## config.mk

```make
export PLATFORM = sky130hd
export DESIGN_NAME = burst_area_code_formatter
export DESIGN_NICKNAME = d
export VERILOG_FILES = /design/src/design/area_code_pkg.sv /design/src/design/area_check_gen.sv /design/src/design/burst_area_code_formatter.sv
export SDC_FILE = /design/constraint.sdc
export NUM_CORES = 1
export LEC_CHECK = 0
export ABC_AREA = 1
export BUFFER_PORTS_ARGS = -buffer_cell sky130_fd_sc_hd__buf_2
export CAP_MARGIN = 40
export CORE_MARGIN = 4
export CORE_UTILIZATION = 40
export CTS_CLUSTER_SIZE = 28
export DETAILED_ROUTE_END_ITERATION = 8
export PLACE_DENSITY = 0.56
export REMOVE_ABC_BUFFERS = 1
export SYNTH_ARGS = -nofsm -noshare
export SYNTH_HDL_FRONTEND = slang
export SYNTH_HIERARCHICAL = 1
export SYNTH_SLANG_ARGS = --single-unit
```

## constraint.sdc

```tcl
create_clock -name core_clk_i -period 10.4 [get_ports core_clk_i]
set_input_delay 0 -clock core_clk_i [delete_from_list [all_inputs] [get_ports core_clk_i]]
set_output_delay 0 -clock core_clk_i [all_outputs]
set_load 0.05 [all_outputs]
```

## src/design/area_code_pkg.sv

```systemverilog
// Shared constants and types for the burst cut area code formatter
package area_code_pkg;

  // Channel word pieces
  localparam logic [7:0] SYNC_PATTERN = 8'h46;
  localparam logic [3:0] SYNC_CODE = 4'h0;
  localparam logic [3:0] RESYNC_PARITY = 4'hD;
  localparam logic [3:0] RESYNC_POST_LEAD = 4'hE;
  localparam logic [3:0] RESYNC_POST_TAIL = 4'hF;
  localparam logic [7:0] PREAMBLE_BYTE = 8'h00;
  localparam logic [7:0] POSTAMBLE_BYTE = 8'h55;

  // Codes: x^32 term implied, x^8 term implied
  localparam logic [31:0] EDC_POLY = 32'h80000011;
  localparam logic [31:0] EDC_RESET = 32'h00000000;
  localparam logic [7:0] GF_POLY = 8'h1D;
  localparam logic [5:0] RS_TOP_SHIFT = 6'h30;

  // Framing geometry
  localparam logic [3:0] N_MAX = 4'hC;
  localparam logic [2:0] SLOTS_PER_ROW = 3'h5;
  localparam logic [3:0] CB_PER_SLOT_LAST = 4'hF;
  localparam logic [5:0] ROWS_AFTER_DATA = 6'h06;

  typedef enum logic [0:0] {
    FMT_IDLE,
    FMT_SEND
  } fmt_state_type;

  typedef struct packed {
    logic clear;
    logic info_we;
    logic [1:0] lane;
    logic [7:0] data;
    logic d_load;
    logic [5:0] zero_count;
  } feed_type;

  typedef struct packed {
    logic [31:0] edc;
    logic [3:0][3:0][7:0] parity;
  } check_type;

endpackage

```

## src/design/area_check_gen.sv

```systemverilog
// Detection code and interleaved parity generator for the code block
`timescale 1ns/1ps
module area_check_gen (
  input wire logic core_clk_i,
  input wire logic rst_i,
  input area_code_pkg::feed_type feed_i,
  output area_code_pkg::check_type check_o
);
  import area_code_pkg::*;

  typedef struct packed {
    logic [31:0] edc;
    logic [3:0][3:0][7:0] par;
    logic [5:0] zcnt;
  } gen_state_type;

  gen_state_type state_ff;
  gen_state_type nxt_state;

  function automatic logic [7:0] gf_mul(input logic [7:0] a, input logic [7:0] b);
    logic [7:0] p;
    logic [7:0] x;
    p = 8'h00;
    x = a;
    for (int k = 0; k < 8; k++) begin
      if (b[k]) begin
        p = p ^ x;
      end
      x = x[7] ? ({x[6:0], 1'b0} ^ GF_POLY) : {x[6:0], 1'b0};
    end
    return p;
  endfunction

  // Product of (x + alpha^k), k = 0..3, low four coefficients
  function automatic logic [3:0][7:0] rs_gen();
    logic [4:0][7:0] g;
    logic [7:0] root;
    g = '0;
    g[0] = 8'h01;
    root = 8'h01;
    for (int k = 0; k < 4; k++) begin
      for (int d = 4; d > 0; d--) begin
        g[d] = g[d-1] ^ gf_mul(g[d], root);
      end
      g[0] = gf_mul(g[0], root);
      root = gf_mul(root, 8'h02);
    end
    return g[3:0];
  endfunction

  localparam logic [3:0][7:0] RS_GEN = rs_gen();

  function automatic logic [31:0] edc_byte(input logic [31:0] c, input logic [7:0] d);
    logic fb;
    for (int b = 7; b >= 0; b--) begin
      fb = c[31] ^ d[b];
      c = {c[30:0], 1'b0} ^ (fb ? EDC_POLY : 32'h00000000);
    end
    return c;
  endfunction

  // Index 3 holds the highest degree remainder coefficient
  function automatic logic [3:0][7:0] rs_step(input logic [3:0][7:0] r, input logic [7:0] d);
    logic [7:0] f;
    logic [3:0][7:0] q;
    f = d ^ r[3];
    for (int k = 3; k > 0; k--) begin
      q[k] = r[k-1] ^ gf_mul(f, RS_GEN[k]);
    end
    q[0] = gf_mul(f, RS_GEN[0]);
    return q;
  endfunction

  always_comb begin
    nxt_state = state_ff;
    if (feed_i.clear) begin
      nxt_state = '0;
      nxt_state.edc = EDC_RESET;
    end else begin
      if (feed_i.info_we) begin
        nxt_state.edc = edc_byte(state_ff.edc, feed_i.data);
        nxt_state.par[feed_i.lane] = rs_step(state_ff.par[feed_i.lane], feed_i.data);
      end
      if (feed_i.d_load) begin
        for (int j = 0; j < 4; j++) begin
          nxt_state.par[j] = rs_step(state_ff.par[j], state_ff.edc[31-8*j -: 8]);
        end
        nxt_state.zcnt = feed_i.zero_count;
      end else if (state_ff.zcnt != 6'h00) begin
        // Zero steps place the message at its true degree before the remainder
        for (int j = 0; j < 4; j++) begin
          nxt_state.par[j] = rs_step(state_ff.par[j], 8'h00);
        end
        nxt_state.zcnt = state_ff.zcnt - 6'h01;
      end
    end
  end

  always_ff @(posedge core_clk_i or posedge rst_i) begin
    if (rst_i) begin
      state_ff <= '0;
    end else begin
      state_ff <= nxt_state;
    end
  end

  assign check_o = {state_ff.edc, state_ff.par};

endmodule

```

## src/design/burst_area_code_formatter.sv

```systemverilog
// Burst cut area code block framer with phase encoding and RZ pulse output
//
// What this block does
// - Protected data bit zero goes out as channel bits 01, one as 10.
// - Outside protected data, polarity inverts: zero is 10, one is 01.
// - Normal polarity only for information, detection and parity bytes.
// - Channel train is RZ; each pulse lasts at most half a channel bit.
// - Preamble, data field, postamble follow back to back without gaps.
// - Preamble is the sync byte then four bytes of 00 hex.
// - Data: 16n-4 information bytes, D0..D3, then C00..C33; n is 1..12.
// - A resync word precedes every group of four data field bytes.
// - Postamble is four 55 hex bytes with a resync before and after.
// - Detection bits numbered from last check byte LSB; info at 32 up.
// - Check bytes are the info polynomial mod x^32+x^31+x^4+1.
// - Four interleaves; interleave j takes bytes with index mod 4 = j, plus Dj.
// - Info byte I(j+4i) at x^(51-i), Dj at x^(52-4n); Cj,i at x^(3-i).
// - Parity is message mod product of (x+alpha^k), k 0..3, in GF(256).
// - Sync/resync: fixed 01000110 in raw RZ, then 4-bit code 0, group i, D (parity), E or F (postamble).
// - Resync words also precede detection bytes and parity bytes.
`timescale 1ns/1ps
module burst_area_code_formatter (
  input wire logic core_clk_i,
  input wire logic rst_i,
  input wire logic start_i,
  input wire logic [3:0] n_i,
  input wire logic [7:0] info_byte_i,
  output logic [7:0] info_index_o,
  output logic pulse_o,
  output logic chan_bit_o,
  output logic protected_o,
  output logic busy_o,
  output logic done_o
);
  import area_code_pkg::*;

  typedef struct packed {
    fmt_state_type st;
    logic phase;
    logic [3:0] cb;
    logic [2:0] slot;
    logic [5:0] row;
    logic [3:0] n;
    logic [15:0] chan;
    logic prot;
    logic [7:0] idx;
    logic pulse;
    logic bit_out;
    logic done;
  } fmt_reg_type;

  fmt_reg_type state_ff;
  fmt_reg_type nxt_state;
  feed_type feed;
  check_type check;
  logic [5:0] data_rows;
  logic [5:0] nxt_row;
  logic [2:0] nxt_slot;
  logic slot_end;
  logic last_slot;

  // Phase encode a byte MSB first; inv selects the non-data polarity
  function automatic logic [15:0] pe_word(input logic [7:0] b, input logic inv);
    logic [15:0] w;
    w = 16'h0000;
    for (int k = 0; k < 8; k++) begin
      w[15-2*k] = b[7-k] ^ inv;
      w[14-2*k] = ~b[7-k] ^ inv;
    end
    return w;
  endfunction

  function automatic logic [3:0] resync_code(input logic [5:0] row, input logic [5:0] drows);
    logic [5:0] grp;
    grp = 6'h00;
    if (row == 6'h00) begin
      resync_code = SYNC_CODE;
    end else if (row <= drows) begin
      grp = ((row - 6'h01) >> 2) + 6'h01;
      resync_code = grp[3:0];
    end else if (row <= drows + 6'h04) begin
      resync_code = RESYNC_PARITY;
    end else if (row == drows + 6'h05) begin
      resync_code = RESYNC_POST_LEAD;
    end else begin
      resync_code = RESYNC_POST_TAIL;
    end
  endfunction

  area_check_gen u_check (
    .core_clk_i(core_clk_i),
    .rst_i(rst_i),
    .feed_i(feed),
    .check_o(check)
  );

  assign data_rows = {state_ff.n, 2'b00};
  assign slot_end = state_ff.phase && (state_ff.cb == CB_PER_SLOT_LAST);
  assign last_slot = (state_ff.slot == SLOTS_PER_ROW - 3'h1)
                     || (state_ff.row == data_rows + ROWS_AFTER_DATA);

  always_comb begin
    nxt_slot = state_ff.slot + 3'h1;
    nxt_row = state_ff.row;
    if (last_slot) begin
      nxt_slot = 3'h0;
      nxt_row = state_ff.row + 6'h01;
    end
  end

  always_comb begin
    logic [5:0] wrow;
    logic [2:0] wslot;
    logic [5:0] drows;
    logic [15:0] code_word;
    logic [1:0] pidx;
    logic [1:0] prow;
    logic load;
    wrow = 6'h00;
    wslot = 3'h0;
    drows = data_rows;
    code_word = 16'h0000;
    pidx = 2'h0;
    prow = 2'h0;
    load = 1'b0;
    nxt_state = state_ff;
    nxt_state.done = 1'b0;
    feed = '0;

    case (state_ff.st)
      FMT_IDLE: begin
        // An n outside 1..12 is ignored rather than framed wrongly
        if (start_i && (n_i != 4'h0) && (n_i <= N_MAX)) begin
          nxt_state.st = FMT_SEND;
          nxt_state.n = n_i;
          nxt_state.row = 6'h00;
          nxt_state.slot = 3'h0;
          nxt_state.cb = 4'h0;
          nxt_state.phase = 1'b0;
          nxt_state.idx = 8'h00;
          drows = {n_i, 2'b00};
          feed.clear = 1'b1;
          load = 1'b1;
        end
      end
      FMT_SEND: begin
        nxt_state.phase = ~state_ff.phase;
        if (state_ff.phase) begin
          nxt_state.cb = state_ff.cb + 4'h1;
          nxt_state.chan = {state_ff.chan[14:0], 1'b0};
        end
        if (slot_end) begin
          if (state_ff.row == data_rows + ROWS_AFTER_DATA) begin
            nxt_state.st = FMT_IDLE;
            nxt_state.done = 1'b1;
            nxt_state.prot = 1'b0;
          end else begin
            nxt_state.slot = nxt_slot;
            nxt_state.row = nxt_row;
            load = 1'b1;
          end
        end
      end
      default: begin
        nxt_state.st = FMT_IDLE;
      end
    endcase

    if (load) begin
      wrow = nxt_state.row;
      wslot = nxt_state.slot;
      nxt_state.prot = 1'b0;
      if (wslot == 3'h0) begin
        // Fixed part goes out raw, code part phase encoded inverted
        code_word = pe_word({resync_code(wrow, drows), 4'h0}, 1'b1);
        nxt_state.chan = {SYNC_PATTERN, code_word[15:8]};
        if (wrow == drows) begin
          feed.d_load = 1'b1;
          feed.zero_count = RS_TOP_SHIFT - drows;
        end
      end else if (wrow == 6'h00) begin
        nxt_state.chan = pe_word(PREAMBLE_BYTE, 1'b1);
      end else if (wrow < drows) begin
        nxt_state.chan = pe_word(info_byte_i, 1'b0);
        nxt_state.prot = 1'b1;
        nxt_state.idx = state_ff.idx + 8'h01;
        feed.info_we = 1'b1;
        feed.lane = state_ff.idx[1:0];
        feed.data = info_byte_i;
      end else if (wrow == drows) begin
        pidx = 2'(wslot - 3'h1);
        nxt_state.chan = pe_word(check.edc[31 - 8*pidx -: 8], 1'b0);
        nxt_state.prot = 1'b1;
      end else if (wrow <= drows + 6'h04) begin
        prow = 2'(wrow - drows - 6'h01);
        pidx = 2'(3'h4 - wslot);
        nxt_state.chan = pe_word(check.parity[prow][pidx], 1'b0);
        nxt_state.prot = 1'b1;
      end else begin
        nxt_state.chan = pe_word(POSTAMBLE_BYTE, 1'b1);
      end
    end

    nxt_state.bit_out = (nxt_state.st == FMT_SEND) && nxt_state.chan[15];
    // Pulse only in the first half clock of a channel bit
    nxt_state.pulse = nxt_state.bit_out && !nxt_state.phase;
  end

  always_ff @(posedge core_clk_i or posedge rst_i) begin
    if (rst_i) begin
      state_ff <= '0;
      state_ff.st <= FMT_IDLE;
    end else begin
      state_ff <= nxt_state;
    end
  end

  assign info_index_o = state_ff.idx;
  assign pulse_o = state_ff.pulse;
  assign chan_bit_o = state_ff.bit_out;
  assign protected_o = state_ff.prot;
  assign busy_o = (state_ff.st == FMT_SEND);
  assign done_o = state_ff.done;

endmodule

```

Yosys cells after proc, flatten, opt, wreduce, memory -nomap -nowiden
Cells that the tools add are included.

Output and inout bits: 13. Flip-flop bits (word level): 213. Word-level logic and storage cells: 686. Input bits: 15.

Shifts and indexed selects: 1. $add $sub $neg: 16. Bitwise logic cells: 213. Equality and inequality tests: 7. Muxes and demuxes: 387. Magnitude comparators: 8. Reductions and logical operators: 23.

Operators by type and width (count): 8-bit 2-to-1 mux (270); 8-bit XOR (113); 32-bit 2-to-1 mux (11); 5-bit 2-to-1 mux (54); 134-bit 2-to-1 mux (2); 32-bit XOR (8); 4-bit inverter (54); 166-bit 2-to-1 mux (1); 160-bit 2-to-1 mux (1); 32-bit binary-select mux with 2-bit select (2); 128-bit bitwise mux (1); 32-bit demux with 2-bit select (1); 16-bit 2-to-1 mux (4); 17-bit 2-to-1 mux (3); 39-bit by 33-bit variable part select with 8-bit output (1); 9-bit 2-to-1 mux (4); 11-bit 2-to-1 mux (3); 1-bit inverter (30); 15-bit one-hot mux with 2 select lines (1); 25-bit 2-to-1 mux (1); 4-bit 2-to-1 mux (5); 19-bit 2-to-1 mux (1); 6-bit by 3-bit adder with 6-bit output, second input constant (3); 6-bit equality test (3); other kinds (38) (78).

Logic depth before layout (Yosys ltp)
Word-level depth: 40. Mapped depth: 46. Depth with buffers taken out: 43.

Modules after synthesis
The synthesis kept the hierarchy.

By module, submodules not included: area_check_gen (sequential area each 4154.0 um^2, cells an instance 2932, area each 20105.5 um^2, times used 1); burst_area_code_formatter (sequential area each 1176.1 um^2, cells an instance 897, area each 5312.6 um^2, times used 1).

Worst setup path before layout
No wires, ideal clock.

Kind: reg2reg. Start point: register state_ff (netlist bit busy_o). End point: register u_check.state_ff (netlist bit u_check/check_o[53]). Path slack: 5.125 ns. Required time: 10.279 ns. Arrival: 5.154 ns. Path buffers: 4. Library setup time: 0.121 ns. Stages on the path, launching flop included: 35. Period minus slack after synthesis: 5.275 ns. Path through: dfrtp_1 buf_2 inv_1 nor2_4 nand4_4 nor2_2 nand2_1 o21ai_2 ha_1 nand2_1 inv_1 a221oi_1 nand3_4 nor2_4 inv_2 buf_2 nor2_1 buf_4 nand2_1 nand2_1 nand2_1 nand2_1 nand2_1 nand2_2 nand2_1 nand2_2 nand2_1 nand2_2 buf_6 xor2_1 nand2_1 nand2_1 nor2_1 o21bai_1 nand2_1.

RTL lines: from (decl) (line burst_area_code_formatter.sv:51) `fmt_reg_type state_ff;`; from (signal assigned) (line burst_area_code_formatter.sv:213) `state_ff <= nxt_state;`; to (signal assigned) (line area_check_gen.sv:103) `state_ff <= nxt_state;`; to (decl) (line area_check_gen.sv:17) `gen_state_type state_ff;`.

==> flow_summary_export.csv <==
group,metric,value,unit
die,core_area,63000,um2
cells_and_area,drive_gt1_share,8.96,%
placed_design,dp_hpwl,77300,um
worst_setup_path,path_delay_family,"simple AND/OR/NAND/NOR gates",
clock_tree,htree_levels,1,
worst_setup_path,regToRegSetupSlack,3170,ps
global_routing,antenna_found_initial,2,
sta,final_hold_viol_count,0,
route,num_vias,24773,
route,viasPerCell,5.50,
global_routing,grt_pass1_wl,153000,um
worst_setup_path,crit_buf_inv,10,
cells_and_area,antenna_cells,0,
sta,slew_headroom,39.9,%
die,num_rows,92,
global_routing,met2_usage,42.9,%
synth,syn_area,25400,um2
sta,worst_pin_slew,898,ps
route,drt_wl_total,104000,um
worst_setup_path,slowest_delay,620,ps
global_routing,gr-usage-met1,43.1,%
global_routing,grt_max_degree,103,
clock_tree,post_cts_buffers,0,
synth,yosys_warnings,6,
sta,final.setup.tns,0,ps
worst_setup_path,crit_fanout,25,
cells_and_area,syn_to_final_growth,3.13,%
die,initial_utilization,40.4,%
placed_design,place.gp.congestion,1.03,
synth,avgSynthCellArea,6.64,um2
outcome,status,"finished clean",
worst_setup_path,end_kind,"flip-flop",
die,die_h,260,um
clock_tree,cts-root-buf,"clkbuf_16",
synth,yosysUniqueCellTypes,54,
min_path,hold_path_class,"primary input to async pin",
cells_and_area,fin_nets,3675,
global_routing,use_met3,6.12,%
global_routing,top_usage_layer,"met1",
synth,synth-seq-cells,213,
clock_tree,clk_pin_slew,60,ps
sta,finalCritPeriodShare,71.9,%
worst_setup_path,critPathSlowestCell,"dlygate4sd3_1",
worst_setup_path,worstSetupPathType,"primary input to flip-flop",
route,drtIter0Drc,3249,
global_routing,overflow,0,
sta,fin_skew,16.7,ps
clock_tree,ctsHoldBuffers,15,
worst_setup_path,cp.arrival,7970,ps
route,drt-pass1-iter-count,6,
cells_and_area,layout_commonest_cell,"nand2_1",
synth,yosysSeqAreaShare,21.0,%
global_routing,grt_pass1_vias,22474,
global_routing,grt_util_all_layers,30.0,%
clock_tree,cts_made_buffers,30,
die,fp.dieW,260,um
sta,slew_viol_final,0,
route,wl_per_cell,23.1,um
sta,setup_violations,0,
sta,rsz0062_at_grt,"no",
die,ios,28,
clock_tree,numClockSinks,213,
synth,synth_top_area_share,21.0,%
die,dieArea,67600,um2
worst_setup_path,cp.required,10890,ps
worst_setup_path,rr_startpoint,"data_rows[2]",
route,ant_nets,0,
worst_setup_path,cp_common_cell,"nand2_1",
clock_tree,postCtsResizedCells,0,
clock_tree,insertion_delay,610,ps
worst_setup_path,cp-start-kind,"primary input",
worst_setup_path,rr_endpoint,"u_check/check_o[19]",
run,cap_violations,0,
synth,synthCells,3829,
sta,fmax,134,MHz
sta,period_minus_slack,7480,ps
clock_tree,clock_path_buffers,3,
route,drc,0,
placed_design,port_buffers,27,
cells_and_area,fillers,6769,
cells_and_area,mostFrequentLayoutCells,"nand2_1 (1204), xor2_1 (387), inv_1 (358), nand3_1 (306), dfrtp_1 (213)",
synth,ys_top_cells_by_area,"dfrtp_1 (21%), nand2_1 (18%), xor2_1 (13%), nand3_1 (6.0%), buf_4 (5.4%)",
clock_tree,cts_tree,"yes",
worst_setup_path,rr_worst_depth,38,
synth,synth_top_area_cell,"dfrtp_1",
==> worst reg2reg max path: cells and delay by family, from the launching register on <==
family | cells | cell delay (ps)
buffers and inverters | 7 | 1120
AO/OA/AOI/OAI | 2 | 660
AND/OR/NAND/NOR | 27 | 4310
adder cells (fa/ha/maj) | 2 | 620
flip-flops | 1 | 440
==> kinds of logic after synthesis <==
group | Yosys count | share of synthesized area, %
compound gates | 525 | 11.6
xor+xnor | 590 | 22.7
fa+ha+maj | 22 | 1.08
buf+inv | 720 | 14.1
flops | 213 | 21.0
other cells | 1 | 0.0148
simple gates | 1758 | 29.5
==> per-stage QoR <==
step | util (%) | cell area, um2 | instances | hold slack (ps) | worst slack, ps
6_report | 41.6 | 26200 | 4507 | 20.7 | 2920
5_1_grt | 41.6 | 26200 | 4507 | 75.8 | 2670
4_1_cts | 41.6 | 26200 | 4507 | 16.3 | 3250
3_5_place_dp | 39.7 | 25000 | 4437 | 113 | 3530
3_3_place_gp | 39.5 | 24900 | 4424 | 246 | 3200
2_1_floorplan | - | 23300 | 3508 | 193 | 436
==> cells in the mapped netlist, drive strengths merged <==
library cell	count
a21oi	137
nand3	317
xor2	415
a32oi	1
clkbuf	65
ha	22
o211ai	10
a22oi	2
nand3b	14
a22o	1
inv	389
o31ai	3
a31oi	8
nand2	1259
nand4	14
o21a	7
clkinv	9
and2	1
a21boi	1
o221ai	15
nor4	1
conb	1
buf	257
nor3	1
or2	26
o21bai	5
o21ai	245
dfrtp	213
a221oi	23
o22ai	67
xnor2	175
nor2	125
==> layout make-up <==
cell class | instances | area (um2) | area share (%)
clock buffers | 39 | 856 | 3.26
clock inverters | 16 | 189 | 0.721
inverters | 398 | 1500 | 5.74
multi-input cells | 2897 | 16500 | 63.0
flip-flops and latches | 213 | 5330 | 20.3
well taps | 846 | 1060 | 4.04
repair buffers | 98 | 758 | 2.89
==> state kept, by name, indices dropped and copies added, names as in the netlist <==
signal,flops
u_check/state_ff,6
info_index_o,8
protected_o,1
data_rows,4
u_check/check_o,160
chan_bit_o,1
state_ff,30
done_o,1
pulse_o,1
busy_o,1
==> worst max-delay path by stage <==
stage                     slack [ps]                   to  cells past startpoint          from
after floorplan                  440  u_check/check_o[54]                     14        busy_o
after global placement          3200  u_check/check_o[95]                     27  data_rows[2]
after detailed placement        3530  u_check/check_o[19]                     38  data_rows[2]
after CTS                       3250  u_check/check_o[53]                     27        n_i[0]
after global routing            2670  u_check/check_o[53]                     27        n_i[0]
final                           2920  u_check/check_o[19]                     38        n_i[0]
==> layer usage <==
metal / wire length [um] / vias up
met5: 13 / -
met4: 6040 / 2
met3: 11000 / 241
met2: 42400 / 1339
met1: 44400 / 11632
li1: - / 11559
Power is left out: the tool's default activity adds up to more than one toggle a clock period on the data nets, which glitch-free logic cannot reach.
